==> config.mk <==
export PLATFORM = sky130hd
export DESIGN_NAME = clrp_core
export DESIGN_NICKNAME = d
export VERILOG_FILES = /design/src/inc/clrp_pkg.sv /design/src/verilog/clrp_alu.sv /design/src/verilog/clrp_core.sv
export SDC_FILE = /design/constraint.sdc
export NUM_CORES = 1
export LEC_CHECK = 0
export ABC_CLOCK_PERIOD_IN_PS = 900
export BUFFER_PORTS_ARGS = -buffer_cell sky130_fd_sc_hd__buf_2
export CORE_MARGIN = 2
export CORE_UTILIZATION = 41
export DETAILED_ROUTE_END_ITERATION = 6
export MAX_ROUTING_LAYER = met4
export PLACE_DENSITY = 0.75
export SYNTH_ARGS = -nofsm -noshare
export SYNTH_HDL_FRONTEND = slang
export SYNTH_SLANG_ARGS = --single-unit
==> constraint.sdc <==
create_clock -name clk_sys -period 0.9 [get_ports clk_sys]
set_input_delay 0.09 -clock clk_sys [delete_from_list [all_inputs] [get_ports clk_sys]]
set_output_delay 0.09 -clock clk_sys [all_outputs]
set_load 0.02 [all_outputs]
==> src/inc/clrp_pkg.sv <==
package clrp_pkg;

  // operation select from the decode path
  typedef enum logic [2:0] {
    CLRP_OP_NONE,
    CLRP_OP_OR,
    CLRP_OP_POWER_OFF_ENABLE,
    CLRP_OP_POWER_OFF,
    CLRP_OP_ROTATE_RIGHT_CARRY,
    CLRP_OP_BIT_CLEAR
  } clrp_op_e;

  localparam int CLRP_NIBBLE_W = 4;
  localparam int CLRP_ADDR_W = 8;
  localparam int CLRP_BIT_SEL_W = 2;
  localparam int CLRP_MSB = 3;
  localparam int CLRP_LSB = 0;
  localparam logic [3:0] CLRP_ACC_RST = 4'h0;
  localparam logic CLRP_CARRY_RST = 1'b0;
  localparam logic [7:0] CLRP_ADDR_RST = 8'h00;
  localparam logic [3:0] CLRP_NIBBLE_ONE = 4'h1;

endpackage : clrp_pkg

==> src/verilog/clrp_alu.sv <==
`timescale 1ns/10ps
`default_nettype none
module clrp_alu
  import clrp_pkg::*;
(
  input wire clrp_op_e op,
  input wire logic [3:0] acc,
  input wire logic carry,
  input wire logic [3:0] mem_data,
  input wire logic [1:0] bit_sel,
  output logic [3:0] acc_res,
  output logic carry_res,
  output logic [3:0] mem_res,
  output logic acc_we,
  output logic carry_we,
  output logic mem_we
);

  always_comb begin
    acc_res = acc;
    carry_res = carry;
    mem_res = mem_data;
    acc_we = 1'b0;
    carry_we = 1'b0;
    mem_we = 1'b0;
    unique case (op)
      CLRP_OP_OR: begin
        acc_res = acc | mem_data;
        acc_we = 1'b1;
      end
      CLRP_OP_ROTATE_RIGHT_CARRY: begin
        acc_res = {carry, acc[CLRP_MSB:1]};
        carry_res = acc[CLRP_LSB];
        acc_we = 1'b1;
        carry_we = 1'b1;
      end
      CLRP_OP_BIT_CLEAR: begin
        mem_res = mem_data & ~(CLRP_NIBBLE_ONE << bit_sel);
        mem_we = 1'b1;
      end
      CLRP_OP_NONE, CLRP_OP_POWER_OFF_ENABLE, CLRP_OP_POWER_OFF: begin
        acc_we = 1'b0;
      end
      default: begin
        acc_we = 1'b0;
      end
    endcase
  end

endmodule // clrp_alu
`default_nettype wire

==> src/verilog/clrp_core.sv <==
// Behaviour
// - OR accumulator with nibble at data_pointer into accumulator; carry_flag unchanged.
// - power_off_op enters RAM back-up only directly after power_off_enable_op.
// - rotate accumulator right through carry_flag; old carry to bit 3.
// - bit_clear_op clears immediate-selected bit of nibble at data_pointer only.
`timescale 1ns/10ps
`default_nettype none
module clrp_core
  import clrp_pkg::*;
(
  // clock and reset
  input wire logic clk_sys,
  input wire logic sys_rst,
  // instruction from decode
  input wire logic instr_valid,
  input wire clrp_op_e instr_op,
  input wire logic [1:0] bit_sel,
  // memory read side
  input wire logic [7:0] data_pointer,
  input wire logic [3:0] mem_rd_data,
  // core state
  output logic [3:0] acc_ff,
  output logic carry_flag_ff,
  // memory write side
  output logic mem_wr_en_ff,
  output logic [7:0] mem_wr_addr_ff,
  output logic [3:0] mem_wr_data_ff,
  // back-up state
  output logic backup_ff
);

  ////////////////////////////////////////////////////////////////////////
  // decode helper
  function automatic logic op_hit(
    input logic valid,
    input clrp_op_e op,
    input clrp_op_e want
  );
    return valid && (op == want);
  endfunction

  // codes past the last operation are treated as no operation
  function automatic logic op_legal(
    input clrp_op_e op
  );
    logic ok;
    ok = 1'b0;
    unique case (op)
      CLRP_OP_NONE, CLRP_OP_OR, CLRP_OP_POWER_OFF_ENABLE: ok = 1'b1;
      CLRP_OP_POWER_OFF, CLRP_OP_ROTATE_RIGHT_CARRY, CLRP_OP_BIT_CLEAR: ok = 1'b1;
      default: ok = 1'b0;
    endcase
    return ok;
  endfunction

  ////////////////////////////////////////////////////////////////////////
  // power-off decode
  logic do_enable;
  logic do_power_off;
  logic op_ok;

  assign do_enable = op_hit(instr_valid, instr_op, CLRP_OP_POWER_OFF_ENABLE);
  assign do_power_off = op_hit(instr_valid, instr_op, CLRP_OP_POWER_OFF);
  assign op_ok = op_legal(instr_op);

  ////////////////////////////////////////////////////////////////////////
  // alu results
  logic [3:0] acc_res;
  logic carry_res;
  logic [3:0] mem_res;
  logic acc_we;
  logic carry_we;
  logic mem_we;
  clrp_op_e op_eff;

  // idle cycles and unknown codes reach the alu as no operation
  assign op_eff = (instr_valid && op_ok) ? instr_op : CLRP_OP_NONE;

  // combinational datapath
  clrp_alu u_alu (
    .op(op_eff),
    .acc(acc_ff),
    .carry(carry_flag_ff),
    .mem_data(mem_rd_data),
    .bit_sel(bit_sel),
    .acc_res(acc_res),
    .carry_res(carry_res),
    .mem_res(mem_res),
    .acc_we(acc_we),
    .carry_we(carry_we),
    .mem_we(mem_we)
  );

  ////////////////////////////////////////////////////////////////////////
  // next-state signals
  logic [3:0] nxt_acc;
  logic nxt_carry_flag;
  logic nxt_mem_wr_en;
  logic [7:0] nxt_mem_wr_addr;
  logic [3:0] nxt_mem_wr_data;
  logic nxt_enable_armed;
  logic nxt_backup;
  logic enable_armed_ff;
  logic power_off_taken;

  ////////////////////////////////////////////////////////////////////////
  // accumulator next value, bit by bit
  genvar gi;
  generate
    for (gi = 0; gi < CLRP_NIBBLE_W; gi++) begin : g_acc_bit
      assign nxt_acc[gi] = acc_we ? acc_res[gi] : acc_ff[gi];
    end
  endgenerate

  // carry only moves on rotate
  always_comb begin
    nxt_carry_flag = carry_flag_ff;
    if (carry_we) begin
      nxt_carry_flag = carry_res;
    end
  end

  ////////////////////////////////////////////////////////////////////////
  // accumulator register
  always_ff @(posedge clk_sys) begin
    if (sys_rst) begin
      acc_ff <= CLRP_ACC_RST;
    end else begin
      acc_ff <= nxt_acc;
    end
  end

  ////////////////////////////////////////////////////////////////////////
  // carry register
  always_ff @(posedge clk_sys) begin
    if (sys_rst) begin
      carry_flag_ff <= CLRP_CARRY_RST;
    end else begin
      carry_flag_ff <= nxt_carry_flag;
    end
  end

  ////////////////////////////////////////////////////////////////////////
  // memory write-back next values
  // the write lands one cycle late; outside forwards a same-address read
  always_comb begin
    nxt_mem_wr_en = mem_we;
    nxt_mem_wr_addr = data_pointer;
  end

  // write data, bit by bit
  generate
    for (gi = 0; gi < CLRP_NIBBLE_W; gi++) begin : g_wr_bit
      assign nxt_mem_wr_data[gi] = mem_res[gi];
    end
  endgenerate

  // write strobe, one cycle
  always_ff @(posedge clk_sys) begin
    if (sys_rst) begin
      mem_wr_en_ff <= 1'b0;
    end else begin
      mem_wr_en_ff <= nxt_mem_wr_en;
    end
  end

  // write address
  always_ff @(posedge clk_sys) begin
    if (sys_rst) begin
      mem_wr_addr_ff <= CLRP_ADDR_RST;
    end else begin
      mem_wr_addr_ff <= nxt_mem_wr_addr;
    end
  end

  // write data
  always_ff @(posedge clk_sys) begin
    if (sys_rst) begin
      mem_wr_data_ff <= CLRP_ACC_RST;
    end else begin
      mem_wr_data_ff <= nxt_mem_wr_data;
    end
  end

  ////////////////////////////////////////////////////////////////////////
  // power-off arming
  // only valid instructions move the arm; idle cycles keep it
  always_comb begin
    nxt_enable_armed = enable_armed_ff;
    if (instr_valid) begin
      nxt_enable_armed = do_enable;
    end
  end

  always_ff @(posedge clk_sys) begin
    if (sys_rst) begin
      enable_armed_ff <= 1'b0;
    end else begin
      enable_armed_ff <= nxt_enable_armed;
    end
  end

  ////////////////////////////////////////////////////////////////////////
  // back-up entry
  // power-off without the arm set falls through as no operation
  assign power_off_taken = do_power_off && enable_armed_ff;

  always_comb begin
    nxt_backup = backup_ff;
    if (power_off_taken) begin
      nxt_backup = 1'b1;
    end
  end

  // sticky until reset
  always_ff @(posedge clk_sys) begin
    if (sys_rst) begin
      backup_ff <= 1'b0;
    end else begin
      backup_ff <= nxt_backup;
    end
  end

endmodule // clrp_core
`default_nettype wire

# == Yosys cells after proc, flatten, opt, wreduce, memory -nomap -nowiden ==
# Cells that the tools add are included.
# totals
ff_bits,20
latch_bits,0
ram_bits,0
romBits,0
in_bits,20
output_inout_bits,19
mem_count,0
# op_classes
addsub,0
n_mul,0
div_mod_pow,0
n_lt_le_gt_ge,0
eq_ne,8
shift,1
n_mux,7
n_bitwise,3
reduce_logical,10
# ops
cell,count
$eq A3 B3 Y1 const B,4
$pmux W4 S2,1
$eq A3 B1 Y1 const B,2
$eq A3 B2 Y1 const B,2
$reduce_or A6 Y1,1
$and A4 B4 Y4,1
$logic_and A1 B1 Y1,4
$mux W1,4
$mux W4,1
$not A4 Y4,1
$or A4 B4 Y4,1
$reduce_and A2 Y1,2
$shl A1 B2 Y4 const A,1
$logic_not A3 Y1,1
$mux W3,1
$reduce_bool A2 Y1,1
$reduce_or A2 Y1,1

# == Longest topological paths before layout ==
# Gate-level depths: netlist of run 1.
# logic_depth
ltp_word,9
ltp_mapped,3
mapped_depth_nobuf,3

# == By module ==
# From an unflattened synthesis of run 1, not the netlist that was laid out.
# unflattened
cells_unflattened,89
area_unflattened_um2,839.6
# modules_own_cells
mod,n_inst,cells_each,area_each_um2,seq_area_each_um2
clrp_core,1,57,626.9,400.4
clrp_alu,1,32,212.7,0.0

# == Worst setup path after synthesis of run 1 ==
# Ideal clock, no wire load.
# synth_timing
kind,register -> register
startpoint,reg enable_armed_ff
endpoint,reg backup_ff
setup_ns,0.128
t_arrival_ns,0.633
required_time_ns,0.772
slack_ns,0.139
stages_incl_launch_ff,4
n_path_buf,0
period_less_slack_ns,0.761
cell_sequence,dfxtp_1 > and4b_1 > a21oi_1 > nor2_1
# synth_via
elab_chain_len,1
# synth_rtl
item,line,source
"start, declared",clrp_core.sv:103,logic enable_armed_ff;
"start signal, assigned",clrp_core.sv:199,enable_armed_ff <= nxt_enable_armed;
$logic_and A1 B1 Y1,clrp_core.sv:206,assign power_off_taken = do_power_off && enable_armed_ff;
"end signal, assigned",clrp_core.sv:220,backup_ff <= nxt_backup;
"end, declared",clrp_core.sv:29,output logic backup_ff
# No other way between the ends.
# A chain may end at the register's enable or synchronous reset.

# == Worst setup path after layout of run 1 ==
# layout_timing
startpoint,reg acc_ff[0]
endpoint,reg acc_ff[0]
# layout_via
elab_chain_len,2
# layout_rtl
item,line,source
"start, declared",clrp_core.sv:22,"output logic [3:0] acc_ff,"
"start signal, assigned",clrp_core.sv:129,acc_ff <= nxt_acc;
$or A4 B4 Y4,clrp_alu.sv:28,acc_res = acc | mem_data;
$pmux W4 S2,clrp_alu.sv:26,unique case (op)
# No other way between the ends.

==> impl_metrics.yaml, run 1 <==
outcome:
  status: "finished, final reports clean"
global_routing:
  track_usage_pct: 15.55
  grt_max_degree: 16
  grt-ovfl-total: 0
  grt_pass1_wl_um: 2180
  first_global_vias: 514
  antenna_found_initial: 0
final_layout:
  n_antenna_cell: 0
  mostFrequentLayoutCells: "30 x buf_2, 14 x dfxtp_1, 10 x buf_4"
  nets: 134
  final_util_pct: 65.02
  final_common_cell: "buf_2"
  drive_gt1_share_pct: 46.43
  areaGrowthSynthToFinish_pct: 46.97
floorplan:
  io_pins: 39
  die_w_um: 44.78
  core_region_area_um2: 1541
  die_y_um: 44.78
  rows: 14
  dieArea_um2: 2005
  start_util_pct: 44.24
placement:
  hpwl_um: 1099
  post-place-ws_ns: -0.07019
  io_buffers: 38
  gp_congestion: 0.7305
flow_run:
  drv_cap: 0
sta:
  setup_ws_ns: 0.02460
  report.final.slew_viol_count: 0
  max_freq_ghz: 1.142
  setup_tns_ns: 0
  finalCritPeriodShare_pct: 97.27
  whs_ns: 0.009565
  slew_headroom_pct: 83.16
  finalClockSkew_ns: 0.004657
  grt_setup_unrepaired: "no"
  hold_violations: 0
  fin_crit_ns: 0.8754
  worstMarginPinSlew_ns: 0.2526
  setup_viol: 0
cts:
  ctsLongestPathBuffers: 2
  ctsRootBufferMaster: "clkbuf_4"
  htreeDepth: 1
  clkLatencyLatePin_ns: 0.28
  clock_sinks: 20
  clk_pin_slew_ns: 0.10
  cts_tree: "built"
  cts_buffers: 3
detailed_routing:
  vias_per_cell: 4.875
  route.detailed.drc: 0
  via_count: 624
  drt_iter0_drc: 9
  drt-pass1-iter-count: 4
  drt_wl_total_um: 1401
  drtAntennaViolNets: 0
  avgRoutedWirePerCell_um: 10.95
pwr:
  switching_share_pct: 23.83
  combPwrFrac_pct: 15.5
  pwr-share-clk_pct: 24.9
  ir_worst_vdd_mv: 1.159
  p_per_area_nw_per_um2: 1573
  p_switching_mw: 0.3755
  p_leak_nw: 0.4779
  p_int_mw: 1.201
  total_power_mw: 1.576
  seqPwrFrac_pct: 59.6
worst_setup_path:
  r2r_slack_ns: 0.02
  r2r_cells: 3
  startpoint_type: "flip-flop"
  crit_arrival_ns: 1.05
  crit_type: "flip-flop to flip-flop"
  critPathLaunch: "acc_ff[0]"
  endpoint_kind: "flip-flop"
  crit_path_max_fanout: 2
  rr_endpoint: "acc_ff[0]"
  r2r-start: "acc_ff[0]"
  crit_required_ns: 1.07
  crit_end: "acc_ff[0]"
min_path:
  min_path_type: "primary input to flip-flop"
synthesis:
  synth-seq-area-share_pct: 58.72
  yosys.area.top_type: "dfxtp_1"
  yosys_register_bits: 20
  synthCells: 66
  synth.top_cell.area_share_pct: 58.72
  syn-num-nets: 86
  syn_avg_cell_area_um2: 10.33
  synth_cell_types: 16
  syn-cell-area_um2: 681.9
  yosys_warnings: 0
  synth_area_leaders: "dfxtp_1 59%, nor2b_1 7.3%, nor3b_1 5.5%"
synthesized netlist by cell type, drive strengths merged:
cell	number
dfxtp	20
nor2	9
nor2b	8
nor3	5
nor3b	5
a211oi	4
a21oi	3
nand2	3
and4bb	2
clkbuf	2
and4b	1
mux2i	1
nand2b	1
nand4b	1
nand4bb	1
power groups by stage:
stage / sequential [mW] / combinational [mW] / clock, mW
5_1_grt: 0.943 / 0.265 / 0.445
2_1_floorplan: 1.01 / 0.0624 / 0
4_1_cts: 0.939 / 0.230 / 0.409
3_5_place_dp: 0.958 / 0.222 / 0
3_3_place_gp: 0.957 / 0.218 / 0
6_report: 0.939 / 0.245 / 0.392
worst min-delay path by stage:
stage                         to  cells after the start            start  slack [ns]
2_1_floorplan  mem_wr_data_ff[2]                      1       bit_sel[1]        0.18
3_3_place_gp   mem_wr_addr_ff[2]                      2  data_pointer[2]        0.30
3_5_place_dp   mem_wr_addr_ff[3]                      2  data_pointer[3]        0.30
4_1_cts        mem_wr_addr_ff[6]                      2  data_pointer[6]      0.0004
5_1_grt        mem_wr_data_ff[2]                      2       bit_sel[1]        0.01
6_report       mem_wr_addr_ff[2]                      2  data_pointer[2]        0.01
cell families (layout without fill, tap and decap cells):
family / after synthesis / after routing / share of synthesized area [%]
muxes: 1 / 1 / 1.468
and+or+nand+nor: 36 / 36 / 32.11
buffers and inverters: 2 / 48 / 1.101
AOI/OAI and AO/OA: 7 / 7 / 6.605
DFF: 20 / 20 / 58.72
worst max-delay path, cell delays in order (launching register included):
cell	delay, ns
dfxtp_2	0.33
buf_4	0.13
a211oi_1	0.21
nor3_1	0.09
stage by stage:
| stage | cells | area (um^2) |
|---|---|---|
| 2_1_floorplan | 66 | 681.9 |
| 3_3_place_gp | 121 | 907.1 |
| 3_5_place_dp | 121 | 907.1 |
| 4_1_cts | 125 | 954.7 |
| 5_1_grt | 128 | 1002 |
| 6_report | 128 | 1002 |
routing by layer:
layer  global-route usage [%]  wire length [um]
met1                    20.05               595
met3                    3.600               111
met2                    22.32               680
met4                    8.824                13
met5                        -                 0
registers in the layout (all words and copies together) (netlist names):
register	count
enable_armed_ff	1
mem_wr_addr_ff	8
carry_flag_ff	1
mem_wr_data_ff	4
acc_ff	4
backup_ff	1
mem_wr_en_ff	1
cell type report:
class | instances | area (um^2)
clock buffers | 3 | 22.52
fillers | 136 | 539.3
multi-input cells | 44 | 274.0
flip-flops and latches | 20 | 407.9
well taps | 16 | 20.02
repair buffers | 45 | 277.8
timing repair:
item | 4_1_cts | 5_1_grt
endpoints found under the hold margin | 1 | 2
gates resized for setup | 7 | 9
buffers inserted | 0 | 1
hold buffers | 1 | 2
endpoints found under the setup margin | 5 | 7
Power figures use the tool's default switching activity.
==> run 2, diff against run 1 <==
CORE_UTILIZATION = 44   (was 41)
CTS_BUF_LIST = sky130_fd_sc_hd__clkbuf_8   (was not set)
PLACE_DENSITY = 0.8   (was 0.75)
==> run 2 against run 1 <==
Routed wire length increased by 10%. Utilization grew 2.7 points. Flip-flop and latch count is the same. Highest routed layer unchanged. Register-to-register slack better by 0.08 ns. Sequential share of layout area decreased by 0.37 points. Maximum frequency increased by 0.51%.
==> impl_metrics.yaml, run 2 (same netlist as run 1, synthesis figures left out) <==
final_layout:
  mostFrequentLayoutCells: "34 x buf_2, 19 x dfxtp_1, 10 x buf_4"
  n_antenna_cell: 0
  fillers: 128
  top_regs: "mem_wr_addr_ff: 8 flops, acc_ff: 4 flops, mem_wr_data_ff: 4 flops"
  largest_register_ffs: 8
  nets: 133
  drive_gt1_share_pct: 44.64
  largest-register: "mem_wr_addr_ff"
  final_common_cell: "buf_2"
  areaGrowthSynthToFinish_pct: 46.06
sta:
  worstMarginPinSlew_ns: 0.2472
  hold_violations: 0
  max_freq_ghz: 1.148
  setup_viol: 0
  setup_ws_ns: 0.02901
  grt_setup_unrepaired: "no"
  finalCritPeriodShare_pct: 96.78
  setup_tns_ns: 0
  slew_headroom_pct: 83.42
  report.final.slew_viol_count: 0
  finalClockSkew_ns: 0.002675
  fin_crit_ns: 0.8710
floorplan:
  rows: 14
  die_w_um: 43.37
  die_y_um: 43.37
  io_pins: 39
  start_util_pct: 46.34
  core_region_area_um2: 1471
  dieArea_um2: 1881
flow_run:
  drv_cap: 0
worst_setup_path:
  rr_endpoint: "backup_ff"
  crit_path_max_fanout: 3
  cp_top_family: "flip-flops"
  endpoint_kind: "primary output"
  startpoint_type: "flip-flop"
  critPathBufInv: 1
  crit_type: "flip-flop to primary output"
  r2r-start: "enable_armed_ff"
  max_stage_delay_ns: 0.37
  cp_cell_sequence: "buf_4"
  r2r_slack_ns: 0.10
  critPathLaunch: "acc_ff[2]"
  crit_required_ns: 0.81
  crit_arrival_ns: 0.78
  r2r_cells: 3
  cpMaxStageDelayCell: "dfxtp_1"
detailed_routing:
  top_layer_used: "met4"
  drtAntennaViolNets: 0
  vias_per_cell: 4.953
  met3_length_um: 77
  avgRoutedWirePerCell_um: 12.04
  via_count: 634
  drt_wl_total_um: 1541
  drt-pass1-iter-count: 4
  route.detailed.drc: 0
  routedLengthMet1_um: 601
  drt_iter0_drc: 9
  met2_length_um: 791
placement:
  io_buffers: 38
  gp_congestion: 0.8105
  post-place-ws_ns: -0.06341
  hpwl_um: 1193
cts:
  post_cts_buffers: 0
  htreeDepth: 1
  hold_buffers: 0
  ctsLongestPathBuffers: 2
  clk_pin_slew_ns: 0.07
  clkLatencyLatePin_ns: 0.26
  clock_sinks: 20
  cts_tree: "built"
  cts_buffers: 3
  ctsRootBufferMaster: "clkbuf_8"
pwr:
  seqPwrFrac_pct: 50.8
  p_switching_mw: 0.4263
  combPwrFrac_pct: 12.7
  switching_share_pct: 23.04
  ir_worst_vdd_mv: 1.334
  p_int_mw: 1.424
  p_leak_nw: 0.4844
  pwr-share-clk_pct: 36.5
  p_per_area_nw_per_um2: 1858
min_path:
  hold_end: "mem_wr_addr_ff[6]"
  min_path_cells: 2
  min_path_type: "primary input to flip-flop"
  min_from: "data_pointer[6]"
global_routing:
  grt_max_degree: 14
  grt_pass1_wl_um: 2504
  first_global_vias: 641
  grt-ovfl-total: 0
  track_usage_pct: 18.69
  antenna_found_initial: 0
outcome:
  status: "finished, final reports clean"
-- run 2: cell count changes in the layout (fill, tap and decap cells not counted), sizes merged --
| cell | delta |
|---|---|
| dlygate4sd3 | -3 |
| buf | +2 |
| clkbuf | +1 |
-- run 2: power by group through the flow --
stage	logic, mW	clock network, mW	registers [mW]
after global placement	0.225	0	0.957
final	0.235	0.676	0.939
after floorplan	0.0624	0	1.01
after CTS	0.232	0.690	0.939
after global routing	0.255	0.725	0.942
after detailed placement	0.231	0	0.959
-- run 2: layout make-up --
cell class                 instances  area (um^2)  share of cell area, %
clock buffer                       4        55.05                  5.528
tap                               16        20.02                  2.010
timing repair buffer              44        245.2                  24.62
multi-input combinational         44        274.0                  27.51
sequential                        20        401.6                  40.33
-- run 2: worst max path at each step --
| stage | slack, ns | depth (start not counted) | endpoint |
|---|---|---|---|
| floorplan | 0.14 | 3 | backup_ff |
| global placement | 0.003 | 4 | acc_ff[3] |
| detailed placement | -0.06 | 4 | acc_ff[2] |
| CTS | 0.003 | 1 | acc_ff[3] |
| finish | 0.03 | 1 | acc_ff[2] |
| global route | 0.005 | 1 | carry_flag_ff |
-- run 2: through the flow --
stage / instances / utilization, % / instance area [um^2] / hold slack [ns] / power (mW)
final: 128 / 67.69 / 996.0 / 0.04077 / 1.850
after global routing: 128 / 67.69 / 996.0 / 0.03497 / 1.921
after CTS: 128 / 66.92 / 984.7 / 0.03507 / 1.861
after detailed placement: 124 / 63.18 / 929.6 / 0.3049 / 1.190
after global placement: 124 / 63.18 / 929.6 / 0.2982 / 1.181
after floorplan: 66 / - / 681.9 / 0.1779 / 1.071
-- run 2: routing by layer --
layer / up-vias / track usage [%]
met5: - / -
met4: 0 / 15.76
met3: 7 / 2.083
li1: 319 / -
met1: 284 / 18.52
met2: 24 / 32.24
-- run 2: timing repair --
item	in CTS	in global routing
resized for setup	0	5
setup endpoints to repair	0	4
endpoints found under the hold margin	0	0
